[src/design/ealu_pkg.sv]
// Purpose: shared constants and types for the eight-bit alu datapath
// Assumes: one clock, asynchronous active-low reset
// Notes: flag bit positions follow the status byte layout of the core

package ealu_pkg;

  // ==========================================================
  // widths and sizes
  localparam int EALU_DATA_W = 8;
  localparam int EALU_REGS = 32;
  localparam int EALU_IDX_W = 5;
  localparam int EALU_IOA_W = 6;

  // ==========================================================
  // address limits and constants
  localparam logic [4:0] EALU_WORD_BASE = 5'h18;
  localparam logic [5:0] EALU_IO_BIT_LAST = 6'h1f;
  localparam logic [7:0] EALU_ALL_ONES = 8'hff;
  localparam logic [7:0] EALU_ALL_ZERO = 8'h00;
  localparam logic [7:0] EALU_ONE = 8'h01;

  // ==========================================================
  // status byte fields and reset values
  localparam int EALU_FLAG_C = 0;
  localparam int EALU_FLAG_Z = 1;
  localparam int EALU_FLAG_N = 2;
  localparam int EALU_FLAG_V = 3;
  localparam int EALU_FLAG_S = 4;
  localparam int EALU_FLAG_H = 5;
  localparam logic [7:0] EALU_FLAGS_RST = 8'h00;
  localparam logic [7:0] EALU_REG_RST = 8'h00;

  // ==========================================================
  // operations
  typedef enum logic [4:0] {
    OP_SUM = 5'h00,
    OP_SUM_CARRY = 5'h01,
    OP_WORD_SUM_IMMEDIATE = 5'h02,
    OP_DIFFERENCE = 5'h03,
    OP_DIFFERENCE_IMMEDIATE = 5'h04,
    OP_DIFFERENCE_WITH_BORROW = 5'h05,
    OP_DIFFERENCE_BORROW_IMMEDIATE = 5'h06,
    OP_WORD_DIFFERENCE_IMMEDIATE = 5'h07,
    OP_CONJUNCTION = 5'h08,
    OP_CONJUNCTION_IMMEDIATE = 5'h09,
    OP_DISJUNCTION = 5'h0a,
    OP_DISJUNCTION_IMMEDIATE = 5'h0b,
    OP_BITWISE_XOR = 5'h0c,
    OP_INVERT_ALL_BITS = 5'h0d,
    OP_TWOS_INVERT_PLUS_ONE = 5'h0e,
    OP_SET_BITS_MASK = 5'h0f,
    OP_CLEAR_BITS_MASK = 5'h10,
    OP_STEP_UP_ONE = 5'h11,
    OP_STEP_DOWN_ONE = 5'h12,
    OP_IO_BIT_SET = 5'h13,
    OP_IO_BIT_CLEAR = 5'h14,
    OP_SKIP_IF_IO_BIT_ONE = 5'h15,
    OP_SKIP_IF_IO_BIT_ZERO = 5'h16
  } ealu_op_t;

  typedef enum logic [2:0] {
    ST_IDLE = 3'b001,
    ST_WORD_HIGH = 3'b010,
    ST_IO_TEST = 3'b100
  } ealu_state_t;

  // ==========================================================
  // carriers
  typedef struct packed {
    ealu_op_t op;
    logic [4:0] dst;
    logic [4:0] src;
    logic [7:0] imm;
    logic [5:0] io_addr;
    logic [2:0] bit_sel;
  } ealu_req_t;

  typedef struct packed {
    logic bit_write;
    logic read;
    logic [4:0] addr;
    logic [7:0] mask;
    logic value;
  } ealu_io_t;

endpackage : ealu_pkg

[src/design/ealu_addsub.sv]
// Purpose: adder and subtractor with carry, half carry and overflow
// Assumes: purely combinational, used once per cycle by the datapath
// Notes: in subtract mode carry and half carry are borrows

`timescale 1ns/1ns
`default_nettype none

module ealu_addsub #(
  parameter int W = 8
) (
  input wire logic [W-1:0] a,
  input wire logic [W-1:0] b,
  input wire logic cin,
  input wire logic sub,
  output logic [W-1:0] sum,
  output logic carry,
  output logic half,
  output logic ovf
);

  logic [W:0] full;
  logic [4:0] nib;

  always_comb begin
    if (sub) begin
      full = {1'b0, a} - {1'b0, b} - {{W{1'b0}}, cin};
      nib = {1'b0, a[3:0]} - {1'b0, b[3:0]} - {4'h0, cin};
    end else begin
      full = {1'b0, a} + {1'b0, b} + {{W{1'b0}}, cin};
      nib = {1'b0, a[3:0]} + {1'b0, b[3:0]} + {4'h0, cin};
    end
    sum = full[W-1:0];
    carry = full[W];
    half = nib[4];
    if (sub) begin
      ovf = (a[W-1] & ~b[W-1] & ~full[W-1]) |
            (~a[W-1] & b[W-1] & full[W-1]);
    end else begin
      ovf = (a[W-1] & b[W-1] & ~full[W-1]) |
            (~a[W-1] & ~b[W-1] & full[W-1]);
    end
  end

endmodule : ealu_addsub

`default_nettype wire

[src/design/ealu_core.sv]
// Purpose: eight-bit alu datapath with register file and io bit access
// Assumes: requests are synchronous to ref_clk and held off while busy
// Notes: word operations use the adder twice, low byte then high byte
//
// What this block does
// - register sum, optional carry, flags, one clock
// - word immediate sum, Z C N V S, two clocks
// - subtract register or immediate, five flags, one clock
// - subtract with borrow also removes carry flag
// - word immediate difference, Z C N V S, two clocks
// - and with register or immediate, Z N V
// - or with register or immediate, Z N V
// - xor of registers, Z N V, one clock
// - ones complement, Z C N V, one clock
// - twos complement, Z C N V H, one clock
// - set mask bits, Z N V, one clock
// - clear mask bits, Z N V, one clock
// - increment or decrement, carry left unchanged
// - bit ops reach io 0x00 to 0x1f only
// - bit set or clear touches only that bit

`timescale 1ns/1ns
`default_nettype none

module ealu_core
  import ealu_pkg::*;
#(
  parameter int REGS = EALU_REGS
) (
  input wire logic ref_clk,
  input wire logic reset_n,
  input wire logic req_valid,
  input wire ealu_req_t req,
  input wire logic [4:0] peek_index,
  input wire logic [7:0] io_rdata,
  output logic busy,
  output logic done,
  output logic [7:0] result,
  output logic [7:0] flags,
  output logic skip,
  output logic io_refused,
  output logic [7:0] peek_data,
  output ealu_io_t io
);

  // ==========================================================
  // state
  logic [7:0] regs [REGS];
  ealu_state_t state;
  ealu_state_t next_state;
  logic [4:0] word_hi;
  logic word_sub;
  logic word_cy;
  logic word_lo_zero;
  logic [2:0] test_bit;
  logic test_want;

  logic take;
  logic [7:0] rd_val;
  logic [7:0] rr_val;
  logic [4:0] lo_idx;
  logic [7:0] add_a;
  logic [7:0] add_b;
  logic add_cin;
  logic add_sub;
  logic [7:0] add_sum;
  logic add_c;
  logic add_h;
  logic add_v;
  logic [7:0] next_val;
  logic [4:0] wr_idx;
  logic wr_en;
  logic [7:0] next_flags;
  logic io_ok;

  assign take = req_valid & (state == ST_IDLE);
  assign rd_val = regs[req.dst];
  assign rr_val = regs[req.src];
  assign lo_idx = EALU_WORD_BASE + {2'b00, req.dst[1:0], 1'b0};
  assign io_ok = (req.io_addr <= EALU_IO_BIT_LAST);

  ealu_addsub #(
    .W(EALU_DATA_W)
  ) u_addsub (
    .a(add_a),
    .b(add_b),
    .cin(add_cin),
    .sub(add_sub),
    .sum(add_sum),
    .carry(add_c),
    .half(add_h),
    .ovf(add_v)
  );

  // ==========================================================
  // operand selection for the shared adder
  always_comb begin
    add_a = rd_val;
    add_b = rr_val;
    add_cin = 1'b0;
    add_sub = 1'b0;
    if (state == ST_WORD_HIGH) begin
      // second pass: high byte absorbs the low byte carry
      add_a = regs[word_hi];
      add_b = EALU_ALL_ZERO;
      add_cin = word_cy;
      add_sub = word_sub;
    end else begin
      case (req.op)
        OP_SUM_CARRY: add_cin = flags[EALU_FLAG_C];
        OP_WORD_SUM_IMMEDIATE: begin
          add_a = regs[lo_idx];
          add_b = req.imm;
        end
        OP_DIFFERENCE: add_sub = 1'b1;
        OP_DIFFERENCE_IMMEDIATE: begin
          add_b = req.imm;
          add_sub = 1'b1;
        end
        OP_DIFFERENCE_WITH_BORROW: begin
          add_cin = flags[EALU_FLAG_C];
          add_sub = 1'b1;
        end
        OP_DIFFERENCE_BORROW_IMMEDIATE: begin
          add_b = req.imm;
          add_cin = flags[EALU_FLAG_C];
          add_sub = 1'b1;
        end
        OP_WORD_DIFFERENCE_IMMEDIATE: begin
          add_a = regs[lo_idx];
          add_b = req.imm;
          add_sub = 1'b1;
        end
        OP_TWOS_INVERT_PLUS_ONE: begin
          add_a = EALU_ALL_ZERO;
          add_b = rd_val;
          add_sub = 1'b1;
        end
        OP_STEP_UP_ONE: add_b = EALU_ONE;
        OP_STEP_DOWN_ONE: begin
          add_b = EALU_ONE;
          add_sub = 1'b1;
        end
        default: add_sub = 1'b0;
      endcase
    end
  end

  // ==========================================================
  // result and flag update
  always_comb begin
    next_val = add_sum;
    next_flags = flags;
    wr_idx = req.dst;
    wr_en = 1'b0;
    if (state == ST_WORD_HIGH) begin
      wr_idx = word_hi;
      wr_en = 1'b1;
      next_flags[EALU_FLAG_C] = add_c;
      next_flags[EALU_FLAG_V] = add_v;
      next_flags[EALU_FLAG_N] = add_sum[7];
      next_flags[EALU_FLAG_Z] = word_lo_zero & ~|add_sum;
      next_flags[EALU_FLAG_S] = add_sum[7] ^ add_v;
    end else if (take) begin
      case (req.op)
        OP_CONJUNCTION: next_val = rd_val & rr_val;
        OP_CONJUNCTION_IMMEDIATE: next_val = rd_val & req.imm;
        OP_DISJUNCTION: next_val = rd_val | rr_val;
        OP_DISJUNCTION_IMMEDIATE: next_val = rd_val | req.imm;
        OP_BITWISE_XOR: next_val = rd_val ^ rr_val;
        OP_INVERT_ALL_BITS: next_val = EALU_ALL_ONES - rd_val;
        OP_SET_BITS_MASK: next_val = rd_val | req.imm;
        OP_CLEAR_BITS_MASK:
          next_val = rd_val & (EALU_ALL_ONES - req.imm);
        default: next_val = add_sum;
      endcase
      case (req.op)
        OP_SUM, OP_SUM_CARRY, OP_DIFFERENCE, OP_DIFFERENCE_IMMEDIATE,
        OP_DIFFERENCE_WITH_BORROW, OP_DIFFERENCE_BORROW_IMMEDIATE,
        OP_TWOS_INVERT_PLUS_ONE: begin
          wr_en = 1'b1;
          next_flags[EALU_FLAG_C] = add_c;
          next_flags[EALU_FLAG_H] = add_h;
          next_flags[EALU_FLAG_V] = add_v;
        end
        OP_WORD_SUM_IMMEDIATE, OP_WORD_DIFFERENCE_IMMEDIATE: begin
          // low byte written now, flags wait for the high byte
          wr_idx = lo_idx;
          wr_en = 1'b1;
        end
        OP_STEP_UP_ONE, OP_STEP_DOWN_ONE: begin
          wr_en = 1'b1;
          next_flags[EALU_FLAG_V] = add_v;
        end
        OP_INVERT_ALL_BITS: begin
          wr_en = 1'b1;
          next_flags[EALU_FLAG_C] = 1'b1;
          next_flags[EALU_FLAG_V] = 1'b0;
        end
        OP_CONJUNCTION, OP_CONJUNCTION_IMMEDIATE, OP_DISJUNCTION,
        OP_DISJUNCTION_IMMEDIATE, OP_BITWISE_XOR, OP_SET_BITS_MASK,
        OP_CLEAR_BITS_MASK: begin
          wr_en = 1'b1;
          next_flags[EALU_FLAG_V] = 1'b0;
        end
        default: wr_en = 1'b0;
      endcase
      if (wr_en && (req.op != OP_WORD_SUM_IMMEDIATE) &&
          (req.op != OP_WORD_DIFFERENCE_IMMEDIATE)) begin
        next_flags[EALU_FLAG_Z] = (next_val == EALU_ALL_ZERO);
        next_flags[EALU_FLAG_N] = next_val[7];
      end
    end
  end

  // ==========================================================
  // sequencing
  always_comb begin
    next_state = state;
    case (state)
      ST_IDLE: begin
        if (take && ((req.op == OP_WORD_SUM_IMMEDIATE) ||
                     (req.op == OP_WORD_DIFFERENCE_IMMEDIATE))) begin
          next_state = ST_WORD_HIGH;
        end else if (take && io_ok &&
                     ((req.op == OP_SKIP_IF_IO_BIT_ONE) ||
                      (req.op == OP_SKIP_IF_IO_BIT_ZERO))) begin
          next_state = ST_IO_TEST;
        end
      end
      ST_WORD_HIGH: next_state = ST_IDLE;
      ST_IO_TEST: next_state = ST_IDLE;
      default: next_state = ST_IDLE;
    endcase
  end

  always_ff @(posedge ref_clk or negedge reset_n) begin
    if (!reset_n) begin
      state <= ST_IDLE;
      busy <= 1'b0;
    end else begin
      state <= next_state;
      busy <= (next_state != ST_IDLE);
    end
  end

  always_ff @(posedge ref_clk or negedge reset_n) begin
    if (!reset_n) begin
      word_hi <= 5'h00;
      word_sub <= 1'b0;
      word_cy <= 1'b0;
      word_lo_zero <= 1'b0;
      test_bit <= 3'h0;
      test_want <= 1'b0;
    end else if (take) begin
      word_hi <= lo_idx + 5'h01;
      word_sub <= (req.op == OP_WORD_DIFFERENCE_IMMEDIATE);
      word_cy <= add_c;
      word_lo_zero <= (add_sum == EALU_ALL_ZERO);
      test_bit <= req.bit_sel;
      test_want <= (req.op == OP_SKIP_IF_IO_BIT_ONE);
    end
  end

  // ==========================================================
  // register file and flags
  always_ff @(posedge ref_clk or negedge reset_n) begin
    if (!reset_n) begin
      for (int i = 0; i < REGS; i++) begin
        regs[i] <= EALU_REG_RST;
      end
    end else if (wr_en) begin
      regs[wr_idx] <= next_val;
    end
  end

  always_ff @(posedge ref_clk or negedge reset_n) begin
    if (!reset_n) begin
      flags <= EALU_FLAGS_RST;
      result <= EALU_ALL_ZERO;
      peek_data <= EALU_REG_RST;
    end else begin
      flags <= next_flags;
      if (wr_en) begin
        result <= next_val;
      end
      peek_data <= regs[peek_index];
    end
  end

  // ==========================================================
  // completion and skip decision
  always_ff @(posedge ref_clk or negedge reset_n) begin
    if (!reset_n) begin
      done <= 1'b0;
      skip <= 1'b0;
      io_refused <= 1'b0;
    end else begin
      done <= (take && (next_state == ST_IDLE)) || (state != ST_IDLE);
      io_refused <= take && !io_ok && (req.op >= OP_IO_BIT_SET);
      if (state == ST_IO_TEST) begin
        skip <= (io_rdata[test_bit] == test_want);
      end else begin
        skip <= 1'b0;
      end
    end
  end

  // ==========================================================
  // io bit access
  // a lone bit strobe with a one-hot mask, never read-modify-write,
  // so write-one-to-clear flags beside the target bit stay intact
  always_ff @(posedge ref_clk or negedge reset_n) begin
    if (!reset_n) begin
      io <= '0;
    end else begin
      io.bit_write <= take && io_ok &&
                      ((req.op == OP_IO_BIT_SET) ||
                       (req.op == OP_IO_BIT_CLEAR));
      io.read <= take && io_ok &&
                 ((req.op == OP_SKIP_IF_IO_BIT_ONE) ||
                  (req.op == OP_SKIP_IF_IO_BIT_ZERO));
      if (take) begin
        io.addr <= req.io_addr[4:0];
        io.mask <= EALU_ONE << req.bit_sel;
        io.value <= (req.op == OP_IO_BIT_SET);
      end
    end
  end

endmodule : ealu_core

`default_nettype wire

[config.mk]
export PLATFORM = sky130hd
export DESIGN_NAME = ealu_core
export DESIGN_NICKNAME = d
export VERILOG_FILES = /design/src/design/ealu_pkg.sv /design/src/design/ealu_addsub.sv /design/src/design/ealu_core.sv
export SDC_FILE = /design/constraint.sdc
export NUM_CORES = 1
export LEC_CHECK = 0
export BUFFER_PORTS_ARGS = -buffer_cell sky130_fd_sc_hd__buf_2
export CORE_MARGIN = 10
export CORE_UTILIZATION = 62
export DETAILED_ROUTE_END_ITERATION = 16
export MAX_ROUTING_LAYER = met4
export PLACE_DENSITY = 0.8
export SLEW_MARGIN = 20
export SYNTH_ARGS = -nofsm -noshare
export SYNTH_HDL_FRONTEND = slang
export SYNTH_SLANG_ARGS = --single-unit
[constraint.sdc]
create_clock -name ref_clk -period 6.55 [get_ports ref_clk]
set_clock_uncertainty 0.1 [all_clocks]
set_input_delay 0.9825 -clock ref_clk [delete_from_list [all_inputs] [get_ports ref_clk]]
set_output_delay 0.9825 -clock ref_clk [all_outputs]
set_load 0.02 [all_outputs]
==> flow_summary.json <==
{
  "achievable-frequency_ghz": 0.166,
  "yosys.area.top_type_share": 0.360,
  "clock_tree_from_tritoncts": "done",
  "synth_cells": 1879,
  "post_synth_main_area_contributors": "sky130_fd_sc_hd__dfrtp_1 36%, sky130_fd_sc_hd__mux4_2 22%, sky130_fd_sc_hd__mux2_2 9.4%, sky130_fd_sc_hd__nand2_1 4.3%, sky130_fd_sc_hd__mux2i_1 3.2%",
  "worst_slew_margin_rel": 0.131,
  "drive_above_1_share": 0.344,
  "synthXorXnorAreaFrac": 0.00447,
  "postRouteWirelength_mm": 77.1,
  "share_clk_of_total_power": 0.269,
  "setup_viol": 0,
  "synth_async_sr_flop_share": 1.00,
  "net_sw_frac": 0.364,
  "worst-setup-path-type": "in2reg",
  "dieHeight_um": 206,
  "cell_type_with_the_largest_total_area_after_synthesis": "sky130_fd_sc_hd__dfrtp_1",
  "htreeDepth": 2,
  "detail_route.first_pass.iterations": 6,
  "ant_nets": 0,
  "outcome": "complete, no violations",
  "p_leak_uw": 0.0104,
  "portion_of_netlist_area_occupied_by_mux_cells": 0.349,
  "combPwrFrac": 0.352,
  "synth_simple_gate_area_frac": 0.110,
  "total_power_uw": 7710,
  "combinational_family_with_the_most_area_after_synthesis": "multiplexers",
  "hold_slack_ns": 0.370,
  "period_needed_ns": 6.03,
  "die_area_mm2": 0.0426,
  "cts-buffers-inserted": 35,
  "synth_edf_count": 0,
  "synth_area_mm2": 0.0215,
  "core_region_area_mm2": 0.0344,
  "maxSlewViolCount": 0,
  "root_buffer": "sky130_fd_sc_hd__clkbuf_16",
  "power_frac_seq": 0.378,
  "prevailing_post_synth_register_cell": "sky130_fd_sc_hd__dfrtp_1",
  "clk_pin_slew_ns": 0.06,
  "detailroute.via_count": 18000,
  "drt-wirelength-per-cell_um": 32.1,
  "design.final.nets": 1998,
  "area_delta_synth_final_pct": 9.89,
  "switching_component_of_the_power_uw": 2810,
  "synth.top_cells.by_count": "310 x sky130_fd_sc_hd__dfrtp_1, 247 x sky130_fd_sc_hd__nand2_1, 212 x sky130_fd_sc_hd__mux4_2",
  "global_route_wire_length_before_repair_mm": 116,
  "critPathLaunchType": "input pin",
  "initial_core_util": 0.627,
  "cell_chain_critical_path": "buf_2, buf_4, nor2b_1, nand2_1, nand2_1, o31ai_1, o21ai_0, a31oi_1, ha_1, ha_1, a21oi_1, o21ai_0, a211o_1, o22ai_1, nor3_1, or4_4, a21boi_4, and2_4, o21ai_0",
  "ys_ff_latch": 311,
  "finalWeightedCongestion": 1.06,
  "final.setup.tns_ns": 0,
  "fillerInstances": 2530,
  "irDropWorstVdd_mv": 0.240,
  "grt_pass1_vias": 17900,
  "io_pins": 92,
  "max_fo_critical_path": 24,
  "detail_route.iter0.violations": 2673,
  "pwr_density_cell_mw_per_mm2": 326,
  "io_buffers": 89,
  "reg2reg_slack_ns": 1.16,
  "cellInternalPower_uw": 4900,
  "route.detailed.drc": 0,
  "critical-path-top-cell-by-count": "sky130_fd_sc_hd__o21ai_0",
  "hpwlAfterDp_mm": 52.9,
  "worst_pin_slew_ns": 1.28,
  "yosys_synthesis_warning_count": 0,
  "yosys.cell_types.count": 90,
  "gr-total-overflow": 0,
  "critical_path_required_ns": 6.87,
  "n_antenna_cell": 0,
  "grt_setup_unrepaired": "false",
  "final_area_mm2": 0.0237,
  "hold_viol": 0,
  "post_synth.cell_area_avg_um2": 11.5,
  "place_area_mm2": 0.0225,
  "max-cap-violations": 0,
  "synth_fa_ha_area_frac": 0.0159,
  "most_used_standard_cell_by_instance_count_after_synthesis": "sky130_fd_sc_hd__dfrtp_1",
  "largest_net_degree_at_the_start_of_global_routing": 127,
  "globalRouteTotalUtil": 0.376,
  "synth_compound_area_frac": 0.115,
  "rows": 68,
  "cts_resized": 0,
  "post_cts.repair.setup_buffers": 0,
  "worstHoldPathType": "reg2reg",
  "critical_path.endpoint_type": "flip-flop",
  "cts.path.max_buffers": 3,
  "slowest_stage": "sky130_fd_sc_hd__o31ai_1",
  "die_x_um": 206,
  "ys_seq_area_frac": 0.361,
  "number_of_antenna_violations_at_the_first_check_in_global_routing": 0,
  "cts.sinks": 311,
  "clock_insertion_delay_worst_skew_ns": 0.54,
  "cp.arrival_ns": 6.34,
  "critical_path.max_stage_delay_ns": 0.84,
  "cts_hold_buffers": 0,
  "setup_ws_ns": 0.523,
  "final_min_period_over_clock_period": 0.920,
  "preCtsSetupSlack_ns": 0.211,
  "routed_via_density": 7.50
}
[layer usage]
metal  share of wire  track usage  up-vias
met5               0            -        -
met4           0.084        0.244        0
met3            0.14        0.128      454
met2            0.43        0.540     1511
met1            0.34        0.446     8811
li1                -            -     7270
[state kept, by name (all words and copies together) (netlist names), 3 cells and up]
name and cells:
peek_data 8, regs 256, state 3, result 8, flags 6, test_bit 3, io 16, word_hi 3
[placed cells by master, fill, tap and decap left out, types with 37 or more instances in the layout]
master,n
sky130_fd_sc_hd__a21oi_1,50
sky130_fd_sc_hd__buf_2,84
sky130_fd_sc_hd__nor2_1,76
sky130_fd_sc_hd__mux2_2,179
sky130_fd_sc_hd__o21ai_0,121
sky130_fd_sc_hd__mux2i_1,68
sky130_fd_sc_hd__nand2_1,247
sky130_fd_sc_hd__buf_4,76
sky130_fd_sc_hd__clkbuf_16,37
sky130_fd_sc_hd__mux4_2,212
sky130_fd_sc_hd__dfrtp_1,310
sky130_fd_sc_hd__inv_1,39
[worst paths after layout]
kind | from | end | depth (start not counted)
min in group asynchronous | reset_n | io[4] | 1
max in group asynchronous | reset_n | regs[133] | 2
max | req[17] | regs[47] | 19
max reg2reg | regs[61] | regs[47] | 17
min reg2reg | io[6] | io[6] | 2
min | io[6] | io[6] | 2
[layout make-up]
type                    instances  area, µm²  area share
clock inverters                14        163     0.00687
multi-input cells            1370      12900       0.544
clock buffers                  48       1040      0.0438
flip-flops and latches        311       7780       0.329
well taps                     455        569      0.0241
repair buffers                165       1090      0.0459
inverters                      42        158     0.00666
[through the flow]
step,std cells,util
2_1_floorplan,1880,-
3_3_place_gp,2343,0.654
3_5_place_dp,2343,0.654
4_1_cts,2405,0.688
5_1_grt,2405,0.689
6_report,2405,0.689
[cell families (layout without fill, tap and decap cells)]
| group | Yosys count | after routing |
|---|---|---|
| buffers and inverters | 199 | 269 |
| adders and majority gates | 25 | 25 |
| other | 1 | 2 |
| muxes | 462 | 462 |
| DFF | 311 | 311 |
| and+or+nand+nor | 504 | 504 |
| AOI/OAI and AO/OA | 366 | 366 |
| xor gates and xnor gates | 11 | 11 |
[critical path: cells and delay by family]
family,cells,cell delay (ns)
AO/OA/AOI/OAI,9,2.82
adder cells (fa/ha/maj),2,0.59
AND/OR/NAND/NOR,6,1.22
buffers and inverters,2,0.67
[power by group through the flow]
| stage | logic, µW | clock network (µW) | registers (µW) |
|---|---|---|---|
| final | 2720 | 2080 | 2920 |
| after global routing | 2890 | 2160 | 2950 |
| after CTS | 2670 | 2080 | 2870 |
| after detailed placement | 2650 | 0 | 2900 |
| after global placement | 2590 | 0 | 2860 |
| after floorplan | 1870 | 0 | 2750 |
No activity file was read; power rests on OpenSTA's default activity.
